==> config.mk <==
export PLATFORM = sky130hd
export DESIGN_NAME = apc_auto_power_down_control
export DESIGN_NICKNAME = d
export VERILOG_FILES = /design/src/apc_pkg.sv /design/src/apc_auto_power_down_control.sv /design/src/apc_sleep_counter.sv /design/src/apc_sync.sv
export SDC_FILE = /design/constraint.sdc
export NUM_CORES = 1
export LEC_CHECK = 0
export BUFFER_PORTS_ARGS = -buffer_cell sky130_fd_sc_hd__buf_2
export CORE_MARGIN = 2
export CORE_UTILIZATION = 30
export DETAILED_ROUTE_END_ITERATION = 8
export RECOVER_POWER = 25
export SLEW_MARGIN = 5
export SYNTH_ARGS = -nofsm -noshare
export SYNTH_HDL_FRONTEND = slang
export SYNTH_SLANG_ARGS = --single-unit
==> constraint.sdc <==
create_clock -name ref_clk -period 1.43 [get_ports ref_clk]
set_input_delay 0.286 -clock ref_clk [delete_from_list [all_inputs] [get_ports ref_clk]]
set_output_delay 0.286 -clock ref_clk [all_outputs]
set_load 0.005 [all_outputs]
==> src/apc_pkg.sv <==
// Shared constants for the automatic power-down control block.
package apc_pkg;

    localparam int REG_WIDTH = 8;
    localparam int ADDR_WIDTH = 16;
    localparam int DATA_WIDTH = 8;
    localparam int IDLE_CNT_WIDTH = 4;

    // Idle periods of the logic clock before power-down is entered.
    localparam logic [IDLE_CNT_WIDTH-1:0] IDLE_LIMIT = 4'hf;

    // Field positions in power_ctrl_reg_a.
    localparam int REGA_AUTO_SLEEP_EN = 1;
    localparam int REGA_TURBO_OFF = 3;
    localparam int REGA_ARRAY_CLK_OFF = 4;
    localparam int REGA_MCELL_CLK_OFF = 5;

    // Field positions in power_ctrl_reg_b.
    localparam int REGB_WR_OFF = 2;
    localparam int REGB_RD_OFF = 3;
    localparam int REGB_FETCH_OFF = 4;
    localparam int REGB_STROBE_OFF = 5;

    // Values after power-up.
    localparam logic [REG_WIDTH-1:0] REGA_RESET = 8'h00;
    localparam logic [REG_WIDTH-1:0] REGB_RESET = 8'h00;
    localparam logic [ADDR_WIDTH-1:0] ADDR_RESET = 16'h0000;
    localparam logic [DATA_WIDTH-1:0] DATA_RESET = 8'h00;

    // Levels shown to the logic array by a blocked core strobe.
    localparam logic STROBE_N_IDLE = 1'b1;
    localparam logic STROBE_IDLE = 1'b0;

endpackage

==> src/apc_auto_power_down_control.sv <==
// Automatic power-down, bus blocking and power control register logic.
//
// Behaviour
// With auto sleep enabled, idle counter starts once strobe stops toggling.
// Idle counter advances on periods of the logic clock input pin.
// Fifteen idle logic clock periods raise power-down flag, enter power-down.
// Auto sleep enable alone permits power-down entry.
// Strobe toggling again returns the device to normal operation.
// Module select falling low or warm reset high also exits power-down.
// Power-down blocks core address and data, deselects memories.
// Logic arrays and port blocks keep running during power-down.
// Power-down holds port levels, address outputs undefined, peripherals off.
// Blocking the logic clock from arrays never stops the idle counter.
// Set blocking bits stop their signal reaching both logic arrays.
// Register A bit 3 set turns turbo mode off; zero keeps it on.
// Module select high disables flash, SRAM, I/O space only.
// Register A bit 1 enables automatic power-down.
// Register A bits 4 and 5 disconnect logic clock from array, macrocells.
// Register B bits 2..5 disconnect write, read, fetch, strobe.
// Power registers clear only at power-up, not on warm reset.
// Each strobe transition clears the idle counter; exits drop the flag.
// Strobe is synchronised before edge detection.
module apc_auto_power_down_control #(
    parameter int ADDR_WIDTH = apc_pkg::ADDR_WIDTH,
    parameter int DATA_WIDTH = apc_pkg::DATA_WIDTH
) (
    input  wire logic                  ref_clk,
    input  wire logic                  reset,
    input  wire logic                  strobePin,
    input  wire logic                  logicClockPin,
    input  wire logic                  moduleSelectPinN,
    input  wire logic                  warmResetPin,
    input  wire logic                  regAWrite,
    input  wire logic                  regBWrite,
    input  wire logic [7:0]            regWrData,
    input  wire logic [ADDR_WIDTH-1:0] coreAddr,
    input  wire logic [DATA_WIDTH-1:0] coreData,
    input  wire logic                  coreWrN,
    input  wire logic                  coreRdN,
    input  wire logic                  coreFetchN,
    input  wire logic                  flashRequest,
    input  wire logic                  sramRequest,
    input  wire logic                  ioSpaceRequest,
    output logic [7:0]                 powerCtrlRegA,
    output logic [7:0]                 powerCtrlRegB,
    output logic                       powerDownFlag,
    output logic [ADDR_WIDTH-1:0]      blockAddr,
    output logic [DATA_WIDTH-1:0]      blockData,
    output logic                       flashSelect,
    output logic                       sramSelect,
    output logic                       ioSpaceSelect,
    output logic                       arrayWrN,
    output logic                       arrayRdN,
    output logic                       arrayFetchN,
    output logic                       arrayStrobe,
    output logic                       arrayClock,
    output logic                       macrocellClock,
    output logic                       turboModeOn,
    output logic                       portLevelHold,
    output logic                       addrOutUndefined,
    output logic                       peripheralTristate,
    output logic [3:0]                 idleCount
);

    // Power control registers and their next values.
    logic [7:0]            regA_r;
    logic [7:0]            regA_nxt;
    logic [7:0]            regB_r;
    logic [7:0]            regB_nxt;

    // Registered outputs toward memories and logic arrays.
    logic [ADDR_WIDTH-1:0] addr_r;
    logic [ADDR_WIDTH-1:0] addr_nxt;
    logic [DATA_WIDTH-1:0] data_r;
    logic [DATA_WIDTH-1:0] data_nxt;
    logic                  flashSel_r;
    logic                  sramSel_r;
    logic                  ioSel_r;
    logic                  wrN_r;
    logic                  rdN_r;
    logic                  fetchN_r;
    logic                  strobe_r;
    logic                  arrayClk_r;
    logic                  mcellClk_r;
    logic                  turbo_r;
    logic                  hold_r;

    // Synchronised pin views.
    logic                  strobeSync;
    logic                  strobeChanged;
    logic                  clockSync;
    logic                  clockRose;
    logic                  selectSyncN;
    logic                  selectFell;
    logic                  warmResetSync;

    // Decoded controls.
    logic                  autoSleepEnable;
    logic                  exitRequest;
    logic                  powerDown;
    logic                  memEnable;
    logic                  blockWr;
    logic                  blockRd;
    logic                  blockFetch;
    logic                  blockStrobe;
    logic                  blockArrayClk;
    logic                  blockMcellClk;

    // Next values of the registered outputs.
    logic                  flashSel_nxt;
    logic                  sramSel_nxt;
    logic                  ioSel_nxt;
    logic                  wrN_nxt;
    logic                  rdN_nxt;
    logic                  fetchN_nxt;
    logic                  strobe_nxt;
    logic                  arrayClk_nxt;
    logic                  mcellClk_nxt;
    logic                  turbo_nxt;
    logic                  hold_nxt;

    apc_sync u_strobe_sync (
        .ref_clk (ref_clk),
        .reset   (reset),
        .asyncIn (strobePin),
        .syncOut (strobeSync),
        .changed (strobeChanged),
        .rose    (),
        .fell    ()
    );

    apc_sync u_clock_sync (
        .ref_clk (ref_clk),
        .reset   (reset),
        .asyncIn (logicClockPin),
        .syncOut (clockSync),
        .changed (),
        .rose    (clockRose),
        .fell    ()
    );

    apc_sync u_select_sync (
        .ref_clk (ref_clk),
        .reset   (reset),
        .asyncIn (moduleSelectPinN),
        .syncOut (selectSyncN),
        .changed (),
        .rose    (),
        .fell    (selectFell)
    );

    apc_sync u_reset_sync (
        .ref_clk (ref_clk),
        .reset   (reset),
        .asyncIn (warmResetPin),
        .syncOut (warmResetSync),
        .changed (),
        .rose    (),
        .fell    ()
    );

    // Register field decode.
    assign autoSleepEnable = regA_r[apc_pkg::REGA_AUTO_SLEEP_EN];
    assign blockArrayClk   = regA_r[apc_pkg::REGA_ARRAY_CLK_OFF];
    assign blockMcellClk   = regA_r[apc_pkg::REGA_MCELL_CLK_OFF];
    assign blockWr         = regB_r[apc_pkg::REGB_WR_OFF];
    assign blockRd         = regB_r[apc_pkg::REGB_RD_OFF];
    assign blockFetch      = regB_r[apc_pkg::REGB_FETCH_OFF];
    assign blockStrobe     = regB_r[apc_pkg::REGB_STROBE_OFF];

    // An edge on the select pin is used so a permanently selected module
    // can still sleep; a held warm reset keeps the unit awake.
    assign exitRequest = selectFell | warmResetSync;

    // The idle counter sees the raw synchronised clock, whatever the
    // array clock blocking bits say.
    apc_sleep_counter #(
        .CNT_WIDTH (apc_pkg::IDLE_CNT_WIDTH)
    ) u_auto_sleep_unit (
        .ref_clk        (ref_clk),
        .reset          (reset),
        .enable         (autoSleepEnable),
        .strobeActivity (strobeChanged),
        .clockTick      (clockRose),
        .exitRequest    (exitRequest),
        .idleLimit      (apc_pkg::IDLE_LIMIT),
        .powerDownFlag  (powerDown),
        .idleCount      (idleCount)
    );

    // Register writes; only the power-up reset clears them.
    assign regA_nxt = regAWrite ? regWrData : regA_r;
    assign regB_nxt = regBWrite ? regWrData : regB_r;

    always_ff @(posedge ref_clk) begin
        if (reset) begin
            regA_r <= apc_pkg::REGA_RESET;
            regB_r <= apc_pkg::REGB_RESET;
        end else begin
            regA_r <= regA_nxt;
            regB_r <= regB_nxt;
        end
    end

    // Holding the last value rather than forcing a constant keeps the
    // memory inputs still, which is the whole point of blocking.
    assign addr_nxt  = powerDown ? addr_r : coreAddr;
    assign data_nxt  = powerDown ? data_r : coreData;

    // Select high only gates the memory selects, never the arrays.
    assign memEnable = ~powerDown & ~selectSyncN;
    // Selects are masked rather than frozen, so a deselected memory sees
    // no access at all.
    assign flashSel_nxt = flashRequest & memEnable;
    assign sramSel_nxt  = sramRequest & memEnable;
    assign ioSel_nxt    = ioSpaceRequest & memEnable;

    always_ff @(posedge ref_clk) begin
        if (reset) begin
            addr_r     <= apc_pkg::ADDR_RESET;
            data_r     <= apc_pkg::DATA_RESET;
            flashSel_r <= 1'b0;
            sramSel_r  <= 1'b0;
            ioSel_r    <= 1'b0;
        end else begin
            addr_r     <= addr_nxt;
            data_r     <= data_nxt;
            flashSel_r <= flashSel_nxt;
            sramSel_r  <= sramSel_nxt;
            ioSel_r    <= ioSel_nxt;
        end
    end

    // Control strobes toward both logic arrays; power-down leaves them
    // alone so the arrays stay responsive.
    assign wrN_nxt    = blockWr ? apc_pkg::STROBE_N_IDLE : coreWrN;
    assign rdN_nxt    = blockRd ? apc_pkg::STROBE_N_IDLE : coreRdN;
    assign fetchN_nxt = blockFetch ? apc_pkg::STROBE_N_IDLE
                                   : coreFetchN;
    assign strobe_nxt = blockStrobe ? apc_pkg::STROBE_IDLE : strobeSync;

    always_ff @(posedge ref_clk) begin
        if (reset) begin
            wrN_r    <= apc_pkg::STROBE_N_IDLE;
            rdN_r    <= apc_pkg::STROBE_N_IDLE;
            fetchN_r <= apc_pkg::STROBE_N_IDLE;
            strobe_r <= apc_pkg::STROBE_IDLE;
        end else begin
            wrN_r    <= wrN_nxt;
            rdN_r    <= rdN_nxt;
            fetchN_r <= fetchN_nxt;
            strobe_r <= strobe_nxt;
        end
    end

    // Logic clock copies run in power-down as well; only blocking bits
    // stop them.
    assign arrayClk_nxt = clockSync & ~blockArrayClk;
    assign mcellClk_nxt = clockSync & ~blockMcellClk;

    always_ff @(posedge ref_clk) begin
        if (reset) begin
            arrayClk_r <= 1'b0;
            mcellClk_r <= 1'b0;
        end else begin
            arrayClk_r <= arrayClk_nxt;
            mcellClk_r <= mcellClk_nxt;
        end
    end

    // Turbo and port status follow the register and power-down state.
    assign turbo_nxt = ~regA_r[apc_pkg::REGA_TURBO_OFF];
    assign hold_nxt  = powerDown;

    always_ff @(posedge ref_clk) begin
        if (reset) begin
            turbo_r <= 1'b1;
            hold_r  <= 1'b0;
        end else begin
            turbo_r <= turbo_nxt;
            hold_r  <= hold_nxt;
        end
    end

    assign powerCtrlRegA      = regA_r;
    assign powerCtrlRegB      = regB_r;
    assign powerDownFlag      = powerDown;
    assign blockAddr          = addr_r;
    assign blockData          = data_r;
    assign flashSelect        = flashSel_r;
    assign sramSelect         = sramSel_r;
    assign ioSpaceSelect      = ioSel_r;
    assign arrayWrN           = wrN_r;
    assign arrayRdN           = rdN_r;
    assign arrayFetchN        = fetchN_r;
    assign arrayStrobe        = strobe_r;
    assign arrayClock         = arrayClk_r;
    assign macrocellClock     = mcellClk_r;
    assign turboModeOn        = turbo_r;
    assign portLevelHold      = hold_r;
    assign addrOutUndefined   = hold_r;
    assign peripheralTristate = hold_r;

endmodule // apc_auto_power_down_control

==> src/apc_sleep_counter.sv <==
// Inactivity counter that raises the power-down flag.
module apc_sleep_counter #(
    parameter int CNT_WIDTH = apc_pkg::IDLE_CNT_WIDTH
) (
    input  wire logic                 ref_clk,
    input  wire logic                 reset,
    input  wire logic                 enable,
    input  wire logic                 strobeActivity,
    input  wire logic                 clockTick,
    input  wire logic                 exitRequest,
    input  wire logic [CNT_WIDTH-1:0] idleLimit,
    output logic                      powerDownFlag,
    output logic [CNT_WIDTH-1:0]      idleCount
);

    logic [CNT_WIDTH-1:0] count_r;
    logic [CNT_WIDTH-1:0] count_nxt;
    logic                 flag_r;
    logic                 flag_nxt;
    logic                 atLimit;
    logic                 holdClear;

    assign atLimit   = (count_r == idleLimit);
    assign holdClear = ~enable | exitRequest | strobeActivity;

    always_comb begin
        count_nxt = count_r;
        flag_nxt  = flag_r;
        if (holdClear) begin
            count_nxt = '0;
            flag_nxt  = 1'b0;
        end else if (clockTick && !atLimit) begin
            count_nxt = count_r + 1'b1;
            flag_nxt  = (count_nxt == idleLimit);
        end
    end

    always_ff @(posedge ref_clk) begin
        if (reset) begin
            count_r <= '0;
            flag_r  <= 1'b0;
        end else begin
            count_r <= count_nxt;
            flag_r  <= flag_nxt;
        end
    end

    assign powerDownFlag = flag_r;
    assign idleCount     = count_r;

endmodule // apc_sleep_counter

==> src/apc_sync.sv <==
// Two-stage synchroniser with a change and rising-edge detector.
module apc_sync (
    input  wire logic ref_clk,
    input  wire logic reset,
    input  wire logic asyncIn,
    output logic      syncOut,
    output logic      changed,
    output logic      rose,
    output logic      fell
);

    logic meta_r;
    logic sync_r;
    logic last_r;

    // The first stage feeds only the second stage to keep metastability out.
    always_ff @(posedge ref_clk) begin
        if (reset) begin
            meta_r <= 1'b0;
            sync_r <= 1'b0;
            last_r <= 1'b0;
        end else begin
            meta_r <= asyncIn;
            sync_r <= meta_r;
            last_r <= sync_r;
        end
    end

    assign syncOut = sync_r;
    assign changed = sync_r ^ last_r;
    assign rose    = sync_r & ~last_r;
    assign fell    = ~sync_r & last_r;

endmodule // apc_sync

After elaboration in Yosys (flattened, before gate mapping). Cells that the tools add are included.

Logic and storage cells: 57. Input port bits: 46. Register bits: 67.

Bitwise operators: 19. Reductions and logical operators: 7. Add/sub/neg operators: 1. Equal/unequal tests: 2.

Operator list (number): 2-bit OR reduction (5); 1-bit AND (8); 4-bit == test (second input constant) (2); 1-bit NOT (7); 4-bit by 1-bit adder with 4-bit output (second input constant) (1); 1-bit bitwise OR (3); 1-bit logical AND (1); 1-bit zero test (1); 1-bit bitwise XOR (1).

Depth between registers and ports, before layout.
Depth in word-level cells: 6. Mapped depth: 5.

Hierarchy. From an unflattened synthesis, not the netlist that was laid out.

Cells, all modules: 233. Area total of the unflattened synthesis: 2533.7 µm².

Modules (own cells, without submodules): apc_auto_power_down_control (times used 1, area an instance 1766.7 µm², cells an instance 158, sequential area each 1021.0 µm²); apc_sync (times used 4, area an instance 115.1 µm², cells an instance 11, sequential area each 60.1 µm²); apc_sleep_counter (times used 1, area an instance 306.5 µm², cells an instance 31, sequential area each 100.1 µm²).

Least setup slack after synthesis. Ideal clock, no wire load.

Kind: register to register. Start: register u_auto_sleep_unit.count_r[0] (netlist: u_auto_sleep_unit.idleCount[0]). End: register u_auto_sleep_unit.count_r[0] (netlist: u_auto_sleep_unit.idleCount[0]). Slack: 0.226 ns. Data arrival time: 1.072 ns. Library setup time: 0.132 ns. Stages on the path, launching flop included: 6. Cell sequence: dfxtp_1 > ha_1 > nand3_1 > and2_4 > xnor2_1 > nor2_1.

Cells in the longest elaborated chain, start to end: 3. Elaborated cells on any way between the ends: 4.

RTL lines: from (decl) (line apc_sleep_counter.sv:16) `logic [CNT_WIDTH-1:0] count_r;`; from (signal assigned) (line apc_sleep_counter.sv:43) `count_r <= count_nxt;`; parallel branches: the longest is 3 deep, another holds 4-bit by 1-bit adder with 4-bit output.

Parallel ways; which one is timed is not known. A chain may end at the register's enable or synchronous reset.

Worst setup path in the final report.
Start: register u_auto_sleep_unit.flag_r (netlist: u_auto_sleep_unit.powerDownFlag). End: output port powerDownFlag.

RTL lines: from (decl) (line apc_sleep_counter.sv:18) `logic flag_r;`; from (signal assigned) (line apc_sleep_counter.sv:44) `flag_r <= flag_nxt;`; to (decl) (line apc_auto_power_down_control.sv:46) `output logic powerDownFlag,`.

No word-level cell between the ends.

==> parameters.txt <==
Parameter                              Value

Layout
  Antenna diode instance count    0
  Sequential Area    1340 sq um
  Count of nets after finishing    367
  Layout fillers    778
  Post-layout utilization of the core    41.0%
  Fraction of final layout cells sized beyond drive strength 1    39.3%
  Multi-input gate area in the final layout    867 sq um
  Most frequent cells in the layout    sky130_fd_sc_hd__buf_2, sky130_fd_sc_hd__dfxtp_1, sky130_fd_sc_hd__nor2_1
  Commonest non-fill, non-tap cell in the layout    sky130_fd_sc_hd__buf_2
  Syn-to-layout area delta    35.1%

Place
  Worst slack at placement    175 ps
  Quantity of I/O buffers inserted on ports    103
  Global placer's final weighted congestion    0.703
  HPWL Detailed    3480 um

Worst setup path
  Largest delay share family, worst path    flip-flops
  Crit path kind    flop to primary output
  CP required    1140 ps
  Arrival time of the worst setup path    1040 ps
  Critical Path Start Type    flop
  Delay of the slowest critical-path stage    410 ps
  Setup crit end kind    primary output
  Largest fanout of any net on the critical path    13
  Ordered cell list for the critical path    buf_12 > buf_2
  Worst Path Buf+Inv    2
  Critical-path cell with the highest stage delay    sky130_fd_sc_hd__dfxtp_2

Global routing
  Vias in the first global route    1,653
  Maximum number of pins on one net before global-route repair    18
  Global Route Usage Sum    12.2%
  First-pass GRT wire length    7910 um
  Initial antenna violation count    0
  Gr ovfl total    0

Route
  Residual DRC    0
  Met2 routed WL    2220 um
  Via count of the routed design    1,748
  Top layer used by detailed routing    met4
  Antenna viol nets, final    0
  Final routed wirelength across all metal layers    4840 um
  Violation count after the first detailed-routing iteration    41
  Routed via count divided by cell count    4.11
  Wire length on met1    2120 um
  DR pass1 iterations    4
  Routed length per placed instance    11.4 um
  Sum of met3 wire segment lengths after detailed routing    438 um

Floorplan
  Die Wd    91.8 um
  Initial cell density of the core    30.4%
  Number of ports placed on the die boundary    104
  Row count    32
  Total Die Area    8420 sq um
  Placeable core region    7610 sq um
  Height of the die    91.8 um

Outcome
  Result of the run    complete, no violations

Job
  Max Cap Viol    0

Logic synthesis
  Number of distinct library cell variants in the gate-level netlist after synthesis    26
  Mapped Area    2310 sq um
  Yosys Warn Count    0
  Post-synth net total    260
  Share of synthesized area occupied by flip-flops and latches    58.0%
  Mean post-synth cell area    10.9 sq um
  Number of instances in the synthesized netlist    212
  Number of synthesized register bits    67

Timing
  Number of setup violations in the final report    0
  Total Neg Setup Slack    0 ps
  Final setup margin    104 ps
  Final critical delay including setup and external delays    1330 ps
  Number of pins exceeding their max-slew limit in the final report    0
  Max Freq    0.754 GHz
  Number of hold violations in the final report    0
  Clock skew after layout    3.23 ps
  Setup repair after global routing missed its margin    no
  Crit share post-route    92.8%
  Slew HR    65.9%
  Worst Tran Pin Value    511 ps

CTS
  Number of clock sinks seen by CTS    67
  CTS Root Cell    sky130_fd_sc_hd__clkbuf_8
  TritonCTS clock tree    done
  TritonCTS Buffers    9
  Clock insertion delay at the later pin of the skew report    330 ps
  Maximum buffer depth of the clock tree    2
  Clock Pin Slew Worst Setup and Hold Paths    60 ps
  H-tree level count    3
  Hold Buf Count CTS    0

Hold path
  Worst min-delay path class    primary input to flop

Power and ir drop
  Power per cell area    1180 nW/um^2
  Leakage    1.48 nW
  Overall power of the completed layout    3.68 mW
  Peak supply drop    581 uV
## routing by layer
layer / up-vias / GRT usage [%]
met5: - / 0
met4: 0 / 3.73
met3: 6 / 5.92
met2: 74 / 19.1
met1: 765 / 14.7
li1: 903 / -
## final cells by class
cell class | instances | share of cell area [%]
flip-flops and latches | 67 | 43.0
multi-input cells | 128 | 27.8
repair buffers | 110 | 19.0
clock buffers | 13 | 5.41
well taps | 102 | 4.09
inverters | 3 | 0.361
clock inverters | 2 | 0.321
## worst paths after layout
path,startpoint,endpoint,slack [ps],cells after the start
max,u_auto_sleep_unit.powerDownFlag,powerDownFlag,100,2
min,coreFetchN,arrayFetchN,130,2
max reg2reg,u_auto_sleep_unit.idleCount[1],u_auto_sleep_unit.idleCount[0],170,5
min reg2reg,powerCtrlRegA[3],turboModeOn,410,1
## per-stage QoR
| stage | instance area, sq um | std cells | hold WS [ps] |
|---|---|---|---|
| after floorplan | 2310 | 212 | 365 |
| after global placement | 2920 | 409 | 398 |
| after detailed placement | 2920 | 409 | 399 |
| after CTS | 3130 | 425 | 109 |
| after global routing | 3120 | 425 | 116 |
| final | 3120 | 425 | 127 |
## Yosys cell counts
cell type | n | area share (%)
sky130_fd_sc_hd__and2_1 | 3 | 0.81
sky130_fd_sc_hd__nand3_1 | 1 | 0.22
sky130_fd_sc_hd__nand2b_1 | 2 | 0.54
sky130_fd_sc_hd__o2111ai_1 | 1 | 0.38
sky130_fd_sc_hd__xnor2_1 | 3 | 1.1
sky130_fd_sc_hd__buf_2 | 7 | 1.5
sky130_fd_sc_hd__nor3_1 | 3 | 0.65
sky130_fd_sc_hd__and2_4 | 1 | 0.38
sky130_fd_sc_hd__clkbuf_1 | 1 | 0.16
sky130_fd_sc_hd__xor2_1 | 1 | 0.38
sky130_fd_sc_hd__nand2_1 | 2 | 0.32
sky130_fd_sc_hd__nand3_2 | 1 | 0.43
sky130_fd_sc_hd__a211oi_2 | 1 | 0.54
sky130_fd_sc_hd__mux2i_1 | 40 | 17
sky130_fd_sc_hd__or3_1 | 3 | 0.81
sky130_fd_sc_hd__nor2_1 | 47 | 7.6
sky130_fd_sc_hd__buf_4 | 4 | 1.3
sky130_fd_sc_hd__inv_1 | 3 | 0.49
sky130_fd_sc_hd__ha_1 | 2 | 1.1
sky130_fd_sc_hd__dfxtp_1 | 67 | 58
sky130_fd_sc_hd__and4b_2 | 1 | 0.49
sky130_fd_sc_hd__nor2b_1 | 12 | 3.2
sky130_fd_sc_hd__and2b_4 | 1 | 0.43
sky130_fd_sc_hd__buf_6 | 2 | 0.97
sky130_fd_sc_hd__nand4_1 | 1 | 0.27
sky130_fd_sc_hd__a21oi_1 | 2 | 0.43
## worst reg2reg max path: stages (launching register included)
cell	delay (ps)
sky130_fd_sc_hd__dfxtp_1	400
sky130_fd_sc_hd__ha_1	250
sky130_fd_sc_hd__nand3_1	110
sky130_fd_sc_hd__and2_4	190
sky130_fd_sc_hd__xnor2_1	130
sky130_fd_sc_hd__nor2_1	50
## flip-flops by register name, indices dropped and copies added (netlist names), 4 cells and up
name / count
blockAddr: 16
blockData: 8
powerCtrlRegA: 8
powerCtrlRegB: 8
u_auto_sleep_unit.idleCount: 4
## cells by family after synthesis
family,Yosys count,synth area share (%)
multiplexers,40,17.3
adder cells (fa/ha/maj),2,1.08
AO/OA/AOI/OAI,4,1.35
buffers and inverters,17,4.44
XOR/XNOR,4,1.52
AND/OR/NAND/NOR,78,16.2
flip-flops,67,58.0
## power by group
group / switching, mW / internal [mW]
Clock: 0.628 / 0.756
Combinational: 0.137 / 0.160
Sequential: 0.0385 / 1.96
Total: 0.803 / 2.87
## repair_timing
action / CTS / global route
setup buffers: 0 / 0
gates resized for setup: 1 / 0
hold endpoints to repair: 0 / 0
setup endpoints to repair: 1 / 0
(Power assumes the default switching activity.)
